===== config.mk =====
export PLATFORM = sky130hd
export DESIGN_NAME = trp_poll_engine
export DESIGN_NICKNAME = d
export VERILOG_FILES = /design/src/logic/trp_pkg.sv /design/src/logic/trp_poll_engine.sv
export VERILOG_INCLUDE_DIRS = /design/src /design/src/logic
export SDC_FILE = /design/constraint.sdc
export NUM_CORES = 1
export LEC_CHECK = 0
export BUFFER_PORTS_ARGS = -buffer_cell sky130_fd_sc_hd__buf_2
export CAP_MARGIN = 0
export CORE_UTILIZATION = 59
export CTS_CLUSTER_DIAMETER = 40
export CTS_CLUSTER_SIZE = 14
export DETAILED_ROUTE_END_ITERATION = 8
export PLACE_DENSITY = 0.81
export SLEW_MARGIN = 10
export SYNTH_ARGS = -nofsm -noshare
export SYNTH_HDL_FRONTEND = slang
export SYNTH_SLANG_ARGS = --single-unit
export TNS_END_PERCENT = 30

===== constraint.sdc =====
create_clock -name ref_clk -period 19.15 [get_ports ref_clk]
set_input_delay 0.9575 -clock ref_clk [delete_from_list [all_inputs] [get_ports ref_clk]]
set_output_delay 0.9575 -clock ref_clk [all_outputs]
set_load 0.01 [all_outputs]

===== src/logic/trp_regs.svh =====
// Functional notes
// - Poll frames carry our 6-byte address and 4-byte physical drop number.
// - Active monitor sends AMP on 7 s poll expiry or purge end; clears complete.
// - Poll frame handling applies only from insertion phase 3 onward.
// - Active monitor seeing own AMP with ARI/FCI zero sets single-station.
// - Any AMP/SMP with ARI/FCI not zero clears single-station.
// - AMP restarts standby receive poll timer and clears receive ARI/FCI flag.
// - Active monitor with poll complete set ignores further poll handling.
// - Non-zero ARI/FCI frame stores its source as latest poll address.
// - Zero ARI/FCI frame with new source updates neighbour and queues report.
// - Flag set means error count increment and no SMP; else flag gets set.
// - Active monitor seeing zero ARI/FCI frame sets poll complete.
// - Standby seeing zero ARI/FCI frame starts 20 ms timer, then queues SMP.
// - Poll timer expiry without completion queues failure report, new poll.
// - Active monitor seeing foreign AMP drops role, reports duplicate monitor.
// - Active monitor needs own AMP within 15 s, else contention transmit.
// - Standby needs AMP within 15 s, else discard pending and contention.
// - Receive poll timer runs only while acting as standby monitor; here the watchdog also runs as active monitor.
// - Neighbour reports and SMP wait until insertion phase 3.
// - Entering contention or beacon transmit purges pending AMP and SMP.
// - Poll frames are never retried; next poll timer expiry restarts polling.
// - Failure report uses vector 27h class 6h; neighbour report vector 26h.
`ifndef TRP_REGS_SVH
`define TRP_REGS_SVH
`define TRP_OFF_STATUS 8'h00
`define TRP_OFF_ADDR_LO 8'h04
`define TRP_OFF_ADDR_HI 8'h08
`define TRP_OFF_DROP 8'h0C
`define TRP_OFF_UNA_LO 8'h10
`define TRP_OFF_UNA_HI 8'h14
`define TRP_OFF_LPA_LO 8'h18
`define TRP_OFF_LPA_HI 8'h1C
`define TRP_OFF_ERRCNT 8'h20
`define TRP_ST_SINGLE 0
`define TRP_ST_COMPLETE 1
`define TRP_ST_ACTIVE 2
`define TRP_ST_ARIFLAG 3
`define TRP_ST_PHASE 4
`define TRP_RST_ADDR 48'h0000_0000_0000
`define TRP_RST_DROP 32'h0000_0000
`define TRP_VEC_FAIL 8'h27
`define TRP_CLS_FAIL 4'h6
`define TRP_VEC_SUA 8'h26
`define TRP_CLS_SUA 4'h4
`define TRP_PHASE_RUN 3'h3
`define TRP_CLK_HZ 40000000
`define TRP_POLL_S 7
`define TRP_WDOG_S 15
`define TRP_RESP_MS 20
`define TRP_POLL_CYC (`TRP_POLL_S * `TRP_CLK_HZ)
`define TRP_WDOG_CYC (`TRP_WDOG_S * `TRP_CLK_HZ)
`define TRP_RESP_CYC (`TRP_RESP_MS * (`TRP_CLK_HZ / 1000))
`endif


===== src/logic/trp_pkg.sv =====
package trp_pkg;
    typedef logic [47:0] trp_addr_t;
    typedef logic [31:0] trp_cnt_t;
    typedef enum logic [0:0] {
        TRP_STANDBY = 1'b0,
        TRP_ACTIVE = 1'b1
    } trp_role_t;
endpackage


===== src/logic/trp_poll_engine.sv =====
// Register access over APB and the placing of the registers were left to the implementer.
`timescale 1ns/1ps
`include "trp_regs.svh"
module trp_poll_engine
    import trp_pkg::*;
#(
    parameter trp_cnt_t POLL_CYC = `TRP_POLL_CYC,
    parameter trp_cnt_t WDOG_CYC = `TRP_WDOG_CYC,
    parameter trp_cnt_t RESP_CYC = `TRP_RESP_CYC
)
(
    input wire logic ref_clk,
    input wire logic reset,
    input wire logic [7:0] paddr,
    input wire logic psel,
    input wire logic penable,
    input wire logic pwrite,
    input wire logic [31:0] pwdata,
    output logic [31:0] prdata,
    output logic pready,
    output logic pslverr,
    input wire logic [2:0] insert_phase,
    input wire logic become_active,
    input wire logic purge_done,
    input wire logic enter_ctx,
    input wire logic enter_btx,
    input wire logic rx_valid,
    input wire logic rx_is_amp,
    input wire logic [47:0] rx_src,
    input wire logic rx_ari,
    input wire logic rx_fci,
    output logic amp_req,
    output logic smp_req,
    output logic sua_req,
    output logic fail_req,
    output logic dup_req,
    input wire logic amp_ack,
    input wire logic smp_ack,
    input wire logic sua_ack,
    input wire logic fail_ack,
    input wire logic dup_ack,
    output logic [47:0] tx_src_addr,
    output logic [31:0] tx_drop,
    output logic [47:0] tx_poll_addr,
    output logic [47:0] tx_una,
    output logic [7:0] fail_vector,
    output logic [3:0] fail_class,
    output logic [7:0] sua_vector,
    output logic [3:0] sua_class,
    output logic contention_req,
    output logic discard_all,
    output logic single_station,
    output logic is_active
);
    function automatic trp_cnt_t tick(input trp_cnt_t c);
        tick = (c == 32'h0000_0000) ? 32'h0000_0000 : c - 32'h0000_0001;
    endfunction

    trp_role_t role_r;
    trp_addr_t my_addr_r, una_r, lpa_r;
    logic [31:0] drop_r, errcnt_r;
    logic single_r, complete_r, ariflag_r;
    logic amp_pend_r, smp_pend_r, sua_pend_r, fail_pend_r, dup_pend_r;
    logic ctx_r, discard_r;
    trp_cnt_t poll_cnt_r, wdog_cnt_r, resp_cnt_r;
    trp_cnt_t poll_cnt_nxt, wdog_cnt_nxt, resp_cnt_nxt;

    // Frames before phase 3 are not poll-handled at all
    wire running = insert_phase >= `TRP_PHASE_RUN;
    wire frame = rx_valid && running;
    wire zero = !rx_ari && !rx_fci;
    wire own = rx_src == my_addr_r;
    wire was_am = role_r == TRP_ACTIVE;
    wire foreign_amp = frame && rx_is_amp && was_am && !own;
    wire eff_am = was_am && !foreign_amp;
    wire go = frame && !(eff_am && complete_r);
    // An AMP clears the flag in the same frame, so it cannot count an error
    wire flag_seen = ariflag_r && !rx_is_amp;
    wire hit_zero = go && zero;
    wire err_hit = hit_zero && flag_seen;
    wire poll_exp = eff_am && poll_cnt_r == 32'h0000_0001;
    wire wdog_exp = wdog_cnt_r == 32'h0000_0001;
    wire resp_exp = resp_cnt_r == 32'h0000_0001;
    wire start_poll = (poll_exp || purge_done) && eff_am;
    wire tx_purge = enter_ctx || enter_btx;
    wire wd_restart = frame && rx_is_amp && (eff_am ? own : 1'b1);
    wire start_resp = hit_zero && !eff_am && !flag_seen;

    wire apb_acc = psel && penable;
    wire apb_wr = apb_acc && pwrite;
    wire hit_stat = paddr == `TRP_OFF_STATUS;
    wire hit_alo = paddr == `TRP_OFF_ADDR_LO;
    wire hit_ahi = paddr == `TRP_OFF_ADDR_HI;
    wire hit_drop = paddr == `TRP_OFF_DROP;
    wire hit_ulo = paddr == `TRP_OFF_UNA_LO;
    wire hit_uhi = paddr == `TRP_OFF_UNA_HI;
    wire hit_llo = paddr == `TRP_OFF_LPA_LO;
    wire hit_lhi = paddr == `TRP_OFF_LPA_HI;
    wire hit_err = paddr == `TRP_OFF_ERRCNT;
    wire mapped = hit_stat || hit_alo || hit_ahi || hit_drop || hit_ulo || hit_uhi
        || hit_llo || hit_lhi || hit_err;
    wire [31:0] status_word = {25'h0, insert_phase, ariflag_r, was_am, complete_r, single_r};
    wire [31:0] rd_mux = hit_stat ? status_word
        : hit_alo ? my_addr_r[31:0]
        : hit_ahi ? {16'h0, my_addr_r[47:32]}
        : hit_drop ? drop_r
        : hit_ulo ? una_r[31:0]
        : hit_uhi ? {16'h0, una_r[47:32]}
        : hit_llo ? lpa_r[31:0]
        : hit_lhi ? {16'h0, lpa_r[47:32]}
        : hit_err ? errcnt_r : 32'h0000_0000;

    assign pready = 1'b1;
    assign pslverr = apb_acc && !mapped;

    always_ff @(posedge ref_clk or posedge reset)
    begin
        if (reset)
            prdata <= 32'h0000_0000;
        else if (psel && !penable && !pwrite)
            prdata <= rd_mux;
    end

    always_ff @(posedge ref_clk or posedge reset)
    begin
        if (reset)
        begin
            my_addr_r <= `TRP_RST_ADDR;
            drop_r <= `TRP_RST_DROP;
        end
        else
        begin
            if (apb_wr && hit_alo)
                my_addr_r[31:0] <= pwdata;
            if (apb_wr && hit_ahi)
                my_addr_r[47:32] <= pwdata[15:0];
            if (apb_wr && hit_drop)
                drop_r <= pwdata;
        end
    end

    // Role: won contention makes us active; any contention entry or a rival drops it
    always_ff @(posedge ref_clk or posedge reset)
    begin
        if (reset)
            role_r <= TRP_STANDBY;
        else if (foreign_amp || tx_purge)
            role_r <= TRP_STANDBY;
        else if (become_active)
            role_r <= TRP_ACTIVE;
    end

    always_ff @(posedge ref_clk or posedge reset)
    begin
        if (reset)
        begin
            single_r <= 1'b0;
            complete_r <= 1'b0;
            ariflag_r <= 1'b0;
            una_r <= `TRP_RST_ADDR;
            lpa_r <= `TRP_RST_ADDR;
        end
        else
        begin
            if (frame && !zero)
                single_r <= 1'b0;
            else if (frame && rx_is_amp && eff_am && own && zero)
                single_r <= 1'b1;
            if (hit_zero && eff_am)
                complete_r <= 1'b1;
            else if (start_poll)
                complete_r <= 1'b0;
            if (hit_zero && !flag_seen)
                ariflag_r <= 1'b1;
            else if (frame && rx_is_amp)
                ariflag_r <= 1'b0;
            if (go && !zero)
                lpa_r <= rx_src;
            if (hit_zero && rx_src != una_r)
                una_r <= rx_src;
        end
    end

    // Software write clears the counter; a same-cycle increment still lands
    always_ff @(posedge ref_clk or posedge reset)
    begin
        if (reset)
            errcnt_r <= 32'h0000_0000;
        else if (err_hit)
            errcnt_r <= (apb_wr && hit_err) ? 32'h0000_0001 : errcnt_r + 32'h0000_0001;
        else if (apb_wr && hit_err)
            errcnt_r <= 32'h0000_0000;
    end

    // Poll timer runs only as active monitor; the watchdog serves both roles
    assign poll_cnt_nxt = !eff_am ? 32'h0000_0000
        : (start_poll ? POLL_CYC : tick(poll_cnt_r));
    assign wdog_cnt_nxt = (become_active || foreign_amp || wd_restart) ? WDOG_CYC
        : wdog_exp ? 32'h0000_0000 : tick(wdog_cnt_r);
    assign resp_cnt_nxt = (eff_am || tx_purge) ? 32'h0000_0000
        : start_resp ? RESP_CYC : tick(resp_cnt_r);

    always_ff @(posedge ref_clk or posedge reset)
    begin
        if (reset)
        begin
            poll_cnt_r <= 32'h0000_0000;
            wdog_cnt_r <= 32'h0000_0000;
            resp_cnt_r <= 32'h0000_0000;
        end
        else
        begin
            poll_cnt_r <= poll_cnt_nxt;
            wdog_cnt_r <= wdog_cnt_nxt;
            resp_cnt_r <= resp_cnt_nxt;
        end
    end

    // Pending frames; a new queue event wins over an ack in the same cycle.
    // No retry: an ack clears the request whether or not the send worked.
    always_ff @(posedge ref_clk or posedge reset)
    begin
        if (reset)
        begin
            amp_pend_r <= 1'b0;
            smp_pend_r <= 1'b0;
            sua_pend_r <= 1'b0;
            fail_pend_r <= 1'b0;
            dup_pend_r <= 1'b0;
        end
        else
        begin
            if (start_poll)
                amp_pend_r <= 1'b1;
            else if (tx_purge || amp_ack || discard_r)
                amp_pend_r <= 1'b0;
            if (resp_exp && !eff_am)
                smp_pend_r <= 1'b1;
            else if (tx_purge || (smp_ack && running) || discard_r)
                smp_pend_r <= 1'b0;
            if (hit_zero && rx_src != una_r)
                sua_pend_r <= 1'b1;
            else if ((sua_ack && running) || discard_r)
                sua_pend_r <= 1'b0;
            if (poll_exp && !complete_r)
                fail_pend_r <= 1'b1;
            else if (fail_ack || discard_r)
                fail_pend_r <= 1'b0;
            if (foreign_amp)
                dup_pend_r <= 1'b1;
            else if (dup_ack || discard_r)
                dup_pend_r <= 1'b0;
        end
    end

    // Watchdog loss: active monitor goes to contention, standby also discards
    always_ff @(posedge ref_clk or posedge reset)
    begin
        if (reset)
        begin
            ctx_r <= 1'b0;
            discard_r <= 1'b0;
        end
        else
        begin
            ctx_r <= wdog_exp;
            discard_r <= wdog_exp && !was_am;
        end
    end

    assign amp_req = amp_pend_r;
    assign smp_req = smp_pend_r && running;
    assign sua_req = sua_pend_r && running;
    assign fail_req = fail_pend_r;
    assign dup_req = dup_pend_r;
    assign tx_src_addr = my_addr_r;
    assign tx_drop = drop_r;
    assign tx_poll_addr = lpa_r;
    assign tx_una = una_r;
    assign fail_vector = `TRP_VEC_FAIL;
    assign fail_class = `TRP_CLS_FAIL;
    assign sua_vector = `TRP_VEC_SUA;
    assign sua_class = `TRP_CLS_SUA;
    assign contention_req = ctx_r;
    assign discard_all = discard_r;
    assign single_station = single_r;
    assign is_active = was_am;
endmodule


==> results of run 1 <==
==> report_power, final <==
| part | internal, mW | switching [mW] | total (mW) | leakage [nW] |
|---|---|---|---|---|
| Clock | 0.494 | 0.339 | 0.833 | 0.733 |
| Combinational | 0.286 | 0.389 | 0.675 | 4.65 |
| Sequential | 0.827 | 0.121 | 0.948 | 4.55 |
==> layer usage <==
layer	GRT usage, %	wire length (um)	vias up
met5	0	8	-
met4	14.7	2410	2
met3	8.33	6220	173
met2	59.0	27100	964
met1	53.2	23600	7649
li1	-	-	6648
==> worst max path at each step <==
stage / startpoint / endpoint / slack [ps] / cells after the start
after floorplan: reset / amp_req / 8570 / 1
after global placement: paddr[3] / tx_drop[27] / 14820 / 6
after detailed placement: paddr[3] / tx_drop[30] / 14770 / 6
after CTS: paddr[2] / pslverr / 14860 / 7
after global routing: paddr[2] / pslverr / 14670 / 7
final: paddr[2] / pslverr / 14670 / 7
==> registers in the layout (all words and copies together) (netlist names), 32 cells and up <==
| register | flops |
|---|---|
| prdata | 32 |
| tx_una | 48 |
| errcnt_r | 32 |
| tx_src_addr | 48 |
| tx_drop | 32 |
| tx_poll_addr | 48 |
| wdog_cnt_r | 32 |
| poll_cnt_r | 32 |
| resp_cnt_r | 32 |
==> area by class of cell <==
class                      count  area (sq um)
antenna                        2          5.00
clock buffer                  54          1240
clock inverter                26           249
fill                        2226          8440
inverter                      10          45.0
multi-input combinational   1269          8620
sequential                   347          8680
tap                          390           488
timing repair buffer         346          1790
==> critical path, cell delays in order <==
cell and delay, ps:
buf_2 80, buf_4 550, or4_1 750, nor2b_1 100, buf_4 230, nor3_1 560, buf_2 250
==> metrics by stage <==
step | cell area [sq um] | total power [mW] | hold slack [ps] | utilization [%] | std cells
global placement | 19600 | 1.59 | 460 | 66.4 | 2362
floorplan | 17800 | 1.40 | 451 | - | 1732
CTS | 21100 | 2.45 | 483 | 71.4 | 2442
global route | 21100 | 2.57 | 498 | 71.4 | 2443
finish | 21100 | 2.46 | 481 | 71.4 | 2444
detailed placement | 19600 | 1.61 | 470 | 66.4 | 2362
==> Yosys cell counts (17+ instances only) <==
library cell	number
or3_1	25
buf_4	25
nand2_1	130
o22ai_1	18
nand4_1	26
xnor2_1	117
a21o_1	17
nand3_1	40
a21oi_1	84
clkbuf_1	61
a22oi_1	43
dfrtp_1	347
mux2_2	178
nor3_1	47
nor4_1	41
xor2_1	86
nor2_1	187
o21ai_0	48
==> kinds of logic after synthesis <==
group	share of synthesized area [%]
flops	49.0
simple gates	15.9
xor+xnor	10.0
fa+ha+maj	0.635
compound gates	9.38
mux	11.9
other cells	0.0424
buf+inv	3.06
==> cell usage in the layout (no fill, tap or decap), drive strengths merged, types with 4 or more instances in the layout <==
cell	synthesis	routed
or3	26	26
clkinv	0	14
nand4	26	26
nor3b	7	7
a22oi	43	43
inv	10	17
a31oi	5	5
and4	5	5
a32oi	5	5
a221oi	4	4
nand3	40	40
nand2b	13	13
mux2i	6	6
clkbuf	61	54
or4	16	16
buf	45	346
a21oi	84	84
a21o	17	17
or3b	4	4
ha	9	9
nor2	187	187
o21ai	50	50
o31ai	6	6
nor4	42	42
dfrtp	347	347
o22ai	18	18
nor3	47	47
o221ai	7	7
and3	16	16
nand2	130	130
xor2	86	86
xnor2	117	117
nor2b	4	4
conb	2	25
o41ai	7	7
and2	8	8
mux2	178	178
o21a	7	7
==> impl_metrics.csv, run 1 <==
group,metric,value,unit
detailed_routing,route.final.wire_length,59.3,mm
grt,grt_pass1_wl,89.0,mm
detailed_routing,remaining_drc_errors,0,
synthesis,dominantRegCellSynth,"dfrtp_1",
synthesis,synth-edff-count,0,
synthesis,synth_seq_area_share,49.0,%
detailed_routing,drt_first_iter_violations,1838,
floorplanning,rows,63,
min_path,capture_endpoint_of_the_worst_hold_path,"prdata[10]",
timing,finalSetupViolations,0,
synthesis,synth_cells,1709,
timing,tightest_slew,1100,ps
floorplanning,num_io_pins,352,
grt,initial_antenna_violation_count,3,
power_and_ir_drop,power.leakage,9.94,nW
floorplanning,chipHeight,175,um
grt,grt_start_max_net_pins,175,
layout,nNetsFinal,2136,
min_path,worstHoldPathType,"register to register",
timing,final.period_utilization,23.4,%
floorplanning,core_region_area,29600,sq um
floorplanning,chipWidth,175,um
critical_path,worstSetupEndpointType,"primary output",
synthesis,synth_top_cells_by_area,"dfrtp_1 (49%), mux2_2 (11%), xnor2_1 (5.8%)",
layout,area.growth.synth_to_final,19.2,%
status,outcome,"finished, final reports clean",
synthesis,synth_seq_cells,347,
clock_network,cts.clk_slew.worst_paths,50,ps
detailed_routing,number_of_vias_per_cell,6.32,
clock_network,post_cts_hold_buffer_count,0,
synthesis,synth_top_area_cell,"dfrtp_1",
timing,achievable-frequency,223,MHz
clock_network,cts_sinks,347,
detailed_routing,detailedRoute.firstPassIterationCount,7,
timing,finalHoldViolations,0,
place,detailed_place_hpwl,42.7,mm
detailed_routing,detail-route-antenna-nets,0,
grt,via_count_of_the_first_global_routing_pass,14600,
critical_path,timing.critical_path.arrival,3530,ps
clock_network,cts-resized-gates,0,
floorplanning,fp.dieArea,30700,sq um
min_path,hold_depth,2,
timing,worst_case_setup_margin_in_the_final_layout,14670,ps
power_and_ir_drop,power_density,116,nW/um^2
min_path,hold_path_startpoint,"prdata[10]",
layout,final_layout_size_suffix_gt1_share,30.4,%
synthesis,postSynthAreaPerCell,10.4,sq um
timing,final_clock_skew,16.9,ps
clock_network,clk_path_buf_depth,3,
timing,headroom_to_the_max_slew_limit,26.4,%
place,port-buffer-count,326,
clock_network,root_buffer,"clkbuf_16",
critical_path,ff2ff_setup_slack,15560,ps
synthesis,total_standard_cell_area_after_synthesis,17700,sq um
critical_path,r2r-start,"tx_src_addr[17]",
critical_path,crit_path_start_kind,"primary input",
power_and_ir_drop,ir_worst_vdd,0.130,mV
timing,setup_repair_after_global_routing_missed_its_margin,"false",
detailed_routing,wl_per_instance,24.3,um
critical_path,timing_worst_setup_path_type,"primary input to primary output",
timing,final_period_minus_worst_setup_slack,4480,ps
critical_path,crit-reg2reg-capture,"tx_una[28]",
timing,fin_tns_setup,0,ps
clock_network,clk-insertion-delay-late,540,ps
detailed_routing,vias,15400,
clock_network,cts_buffers,44,
synthesis,synth_cell_types,62,
critical_path,reg2regPathDepth,7,
grt,grt_remaining_overflow,0,
place,gpl.final_weighted_congestion,1.03,
clock_network,htree_levels,2,
timing,final-max-slew-violation-count,0,
critical_path,cp_data_required_time,18190,ps
synthesis,synthArstFlopShare,100,%
critical_path,worstPathMaxFanout,57,
synthesis,synth_warnings,0,
grt,grt_usage,38.3,%
run,timing.max_cap.violations,0,
synthesis,synth_top_cell_area_share,49.0,%
clock_network,tritoncts_clock_tree,"built",
floorplanning,initial_utilization,59.9,%
clock_network,postCtsSetupBuffers,0,
place,dp_worst_setup_slack,14770,ps
(Power assumes the default switching activity.)
==> run 2, diff against run 1 <==
CORE_UTILIZATION = 50   (was 59)
PLACE_DENSITY = 0.72   (was 0.81)
clock period = 3.69 ns   (was 19.15 ns; I/O delays follow)
==> run 2 against run 1 <==
Non-clock buffer count is 121 higher. Sequential share of layout area is 2.9 points lower. Critical path type is now register to register. Sequential power grew to 5.1 times the previous value. Design area is 7.5% higher.
==> impl_metrics.csv, run 2 (synthesis results as in run 1) <==
group,metric,value,unit
timing,final-max-slew-violation-count,0,
clock_network,clk_path_buf_depth,3,
critical_path,launching_instance_or_port_of_the_critical_path,"tx_src_addr[39]",
detailed_routing,detail-route-antenna-nets,0,
place,detailed_place_hpwl,43.7,mm
timing,headroom_to_the_max_slew_limit,32.2,%
layout,most_frequent_cells_in_the_layout,"dfrtp_1 (347), buf_2 (326), nor2_1 (187)",
timing,achievable-frequency,307,MHz
min_path,hold_path_startpoint,"become_active",
critical_path,timing_worst_setup_path_type,"register to register",
critical_path,timing.critical_path.slowest_stage_cell,"nor4_1",
floorplanning,fp.dieArea,36200,sq um
critical_path,worst_path_dominant_cell_family,"simple AND/OR/NAND/NOR gates",
clock_network,postCtsSetupBuffers,0,
run,timing.max_cap.violations,0,
detailed_routing,wl_per_instance,23.2,um
clock_network,cts.clk_slew.worst_paths,60,ps
clock_network,clk-insertion-delay-late,590,ps
timing,finalSetupViolations,0,
status,outcome,"finished, final reports clean",
timing,finalHoldViolations,0,
critical_path,cp_data_required_time,4140,ps
layout,nNetsFinal,2264,
timing,tightest_slew,1010,ps
power_and_ir_drop,ir_worst_vdd,0.395,mV
timing,setup_repair_after_global_routing_missed_its_margin,"false",
critical_path,cp_cell_sequence,"xnor2_1 > nand4_1 > nor4_1 > and3_1 > a311o_2 > buf_4 > mux2_2",
timing,finalHoldWorstSlack,72.2,ps
place,gpl.final_weighted_congestion,0.988,
critical_path,reg2regPathDepth,7,
critical_path,ff2ff_setup_slack,440,ps
critical_path,crit-reg2reg-capture,"tx_una[38]",
floorplanning,num_io_pins,352,
detailed_routing,route.final.wire_length,61.4,mm
timing,final.period_utilization,88.2,%
clock_network,cts_buffers,51,
grt,grt_usage,33.8,%
power_and_ir_drop,power.leakage,10.6,nW
timing,final_clock_skew,31.7,ps
clock_network,htree_levels,2,
floorplanning,core_region_area,34700,sq um
layout,area.growth.synth_to_final,28.2,%
detailed_routing,vias,15700,
place,post_place_instance_area,20000,sq um
grt,grt_start_max_net_pins,89,
detailed_routing,drt_first_iter_violations,1443,
critical_path,slowest_delay,620,ps
place,port-buffer-count,326,
critical_path,timing.critical_path.arrival,3710,ps
grt,via_count_of_the_first_global_routing_pass,15500,
critical_path,total_number_of_cells_along_the_worst_setup_path,7,
power_and_ir_drop,power_density,602,nW/um^2
timing,final_period_minus_worst_setup_slack,3250,ps
layout,final_layout_size_suffix_gt1_share,30.3,%
critical_path,crit_path_start_kind,"register",
grt,grt_pass1_wl,92.0,mm
floorplanning,rows,68,
timing,fin_tns_setup,0,ps
floorplanning,chipHeight,190,um
critical_path,timing.critical_path.to,"tx_una[38]",
detailed_routing,remaining_drc_errors,0,
detailed_routing,number_of_vias_per_cell,5.94,
detailed_routing,detailedRoute.firstPassIterationCount,5,
floorplanning,initial_utilization,51.0,%
layout,layout.core_utilization,65.4,%
layout,mostFrequentLayoutCell,"dfrtp_1",
critical_path,worstSetupEndpointType,"register",
critical_path,crit_buf_inv,1,
clock_network,post_cts_hold_buffer_count,95,
critical_path,worstPathMaxFanout,29,
clock_network,tritoncts_clock_tree,"built",
grt,initial_antenna_violation_count,2,
floorplanning,chipWidth,190,um
grt,grt_remaining_overflow,0,
layout,final_cell_area,22700,sq um
critical_path,r2r-start,"tx_src_addr[39]",
min_path,worstHoldPathType,"primary input to register",
clock_network,cts-resized-gates,0,
clock_network,cts_sinks,347,
clock_network,root_buffer,"clkbuf_16",
## run 2: changes by cell type in the layout (fill, tap and decap cells not counted), sizes merged
cell	previous run	this run
bufinv	2	8
clkinv	14	12
dlygate4sd3	0	95
clkinvlp	3	7
buf	346	372
clkbuf	54	57
inv	17	19
## run 2: per-layer routing
metal  vias up  routed length [um]  global-route usage [%]
li1       6902                   -                       -
met1      7736               23500                    42.8
met2       885               28900                    54.2
met3       185                5930                    8.04
met4         0                3120                    16.9
met5         -                   0                       0
## run 2: final cells by class
type	instances	area, sq um
repair buffers	467	3000
clock buffers	57	1340
diodes	2	5.00
fillers	2730	12000
inverters	10	41.3
clock inverters	36	458
well taps	455	569
flip-flops and latches	347	8680
multi-input cells	1269	8610
## run 2: power breakdown
part / internal [mW] / switching (mW) / leakage [nW]
sequential: 4.29 / 0.578 / 4.55
combinational: 1.61 / 2.08 / 5.18
clock: 3.21 / 1.91 / 0.873
total: 9.11 / 4.57 / 10.6
## run 2: worst reg2reg max path, delay by kind of cell (launching register included)
kind,cells,cell delay (ps)
multiplexers,1,420
buffers and inverters,1,360
AO/OA/AOI/OAI,1,220
flip-flops,1,450
XOR/XNOR,1,480
AND/OR/NAND/NOR,3,1200
## run 2: metrics by stage
stage	setup slack [ps]	std cells	total power, mW
floorplan	-1140	1732	7.27
global route	425	2643	14.3
finish	437	2643	13.7
CTS	492	2641	13.7
detailed placement	620	2453	8.46
global placement	637	2453	8.36
## run 2: worst min-delay path by stage
stage / depth (start not counted) / endpoint / slack [ps]
3_3_place_gp: 2 / wdog_cnt_r[9] / 400
6_report: 3 / wdog_cnt_r[23] / 70
4_1_cts: 3 / wdog_cnt_r[22] / 40
5_1_grt: 4 / prdata[5] / 90
3_5_place_dp: 2 / wdog_cnt_r[9] / 400
2_1_floorplan: 1 / tx_src_addr[29] / 330
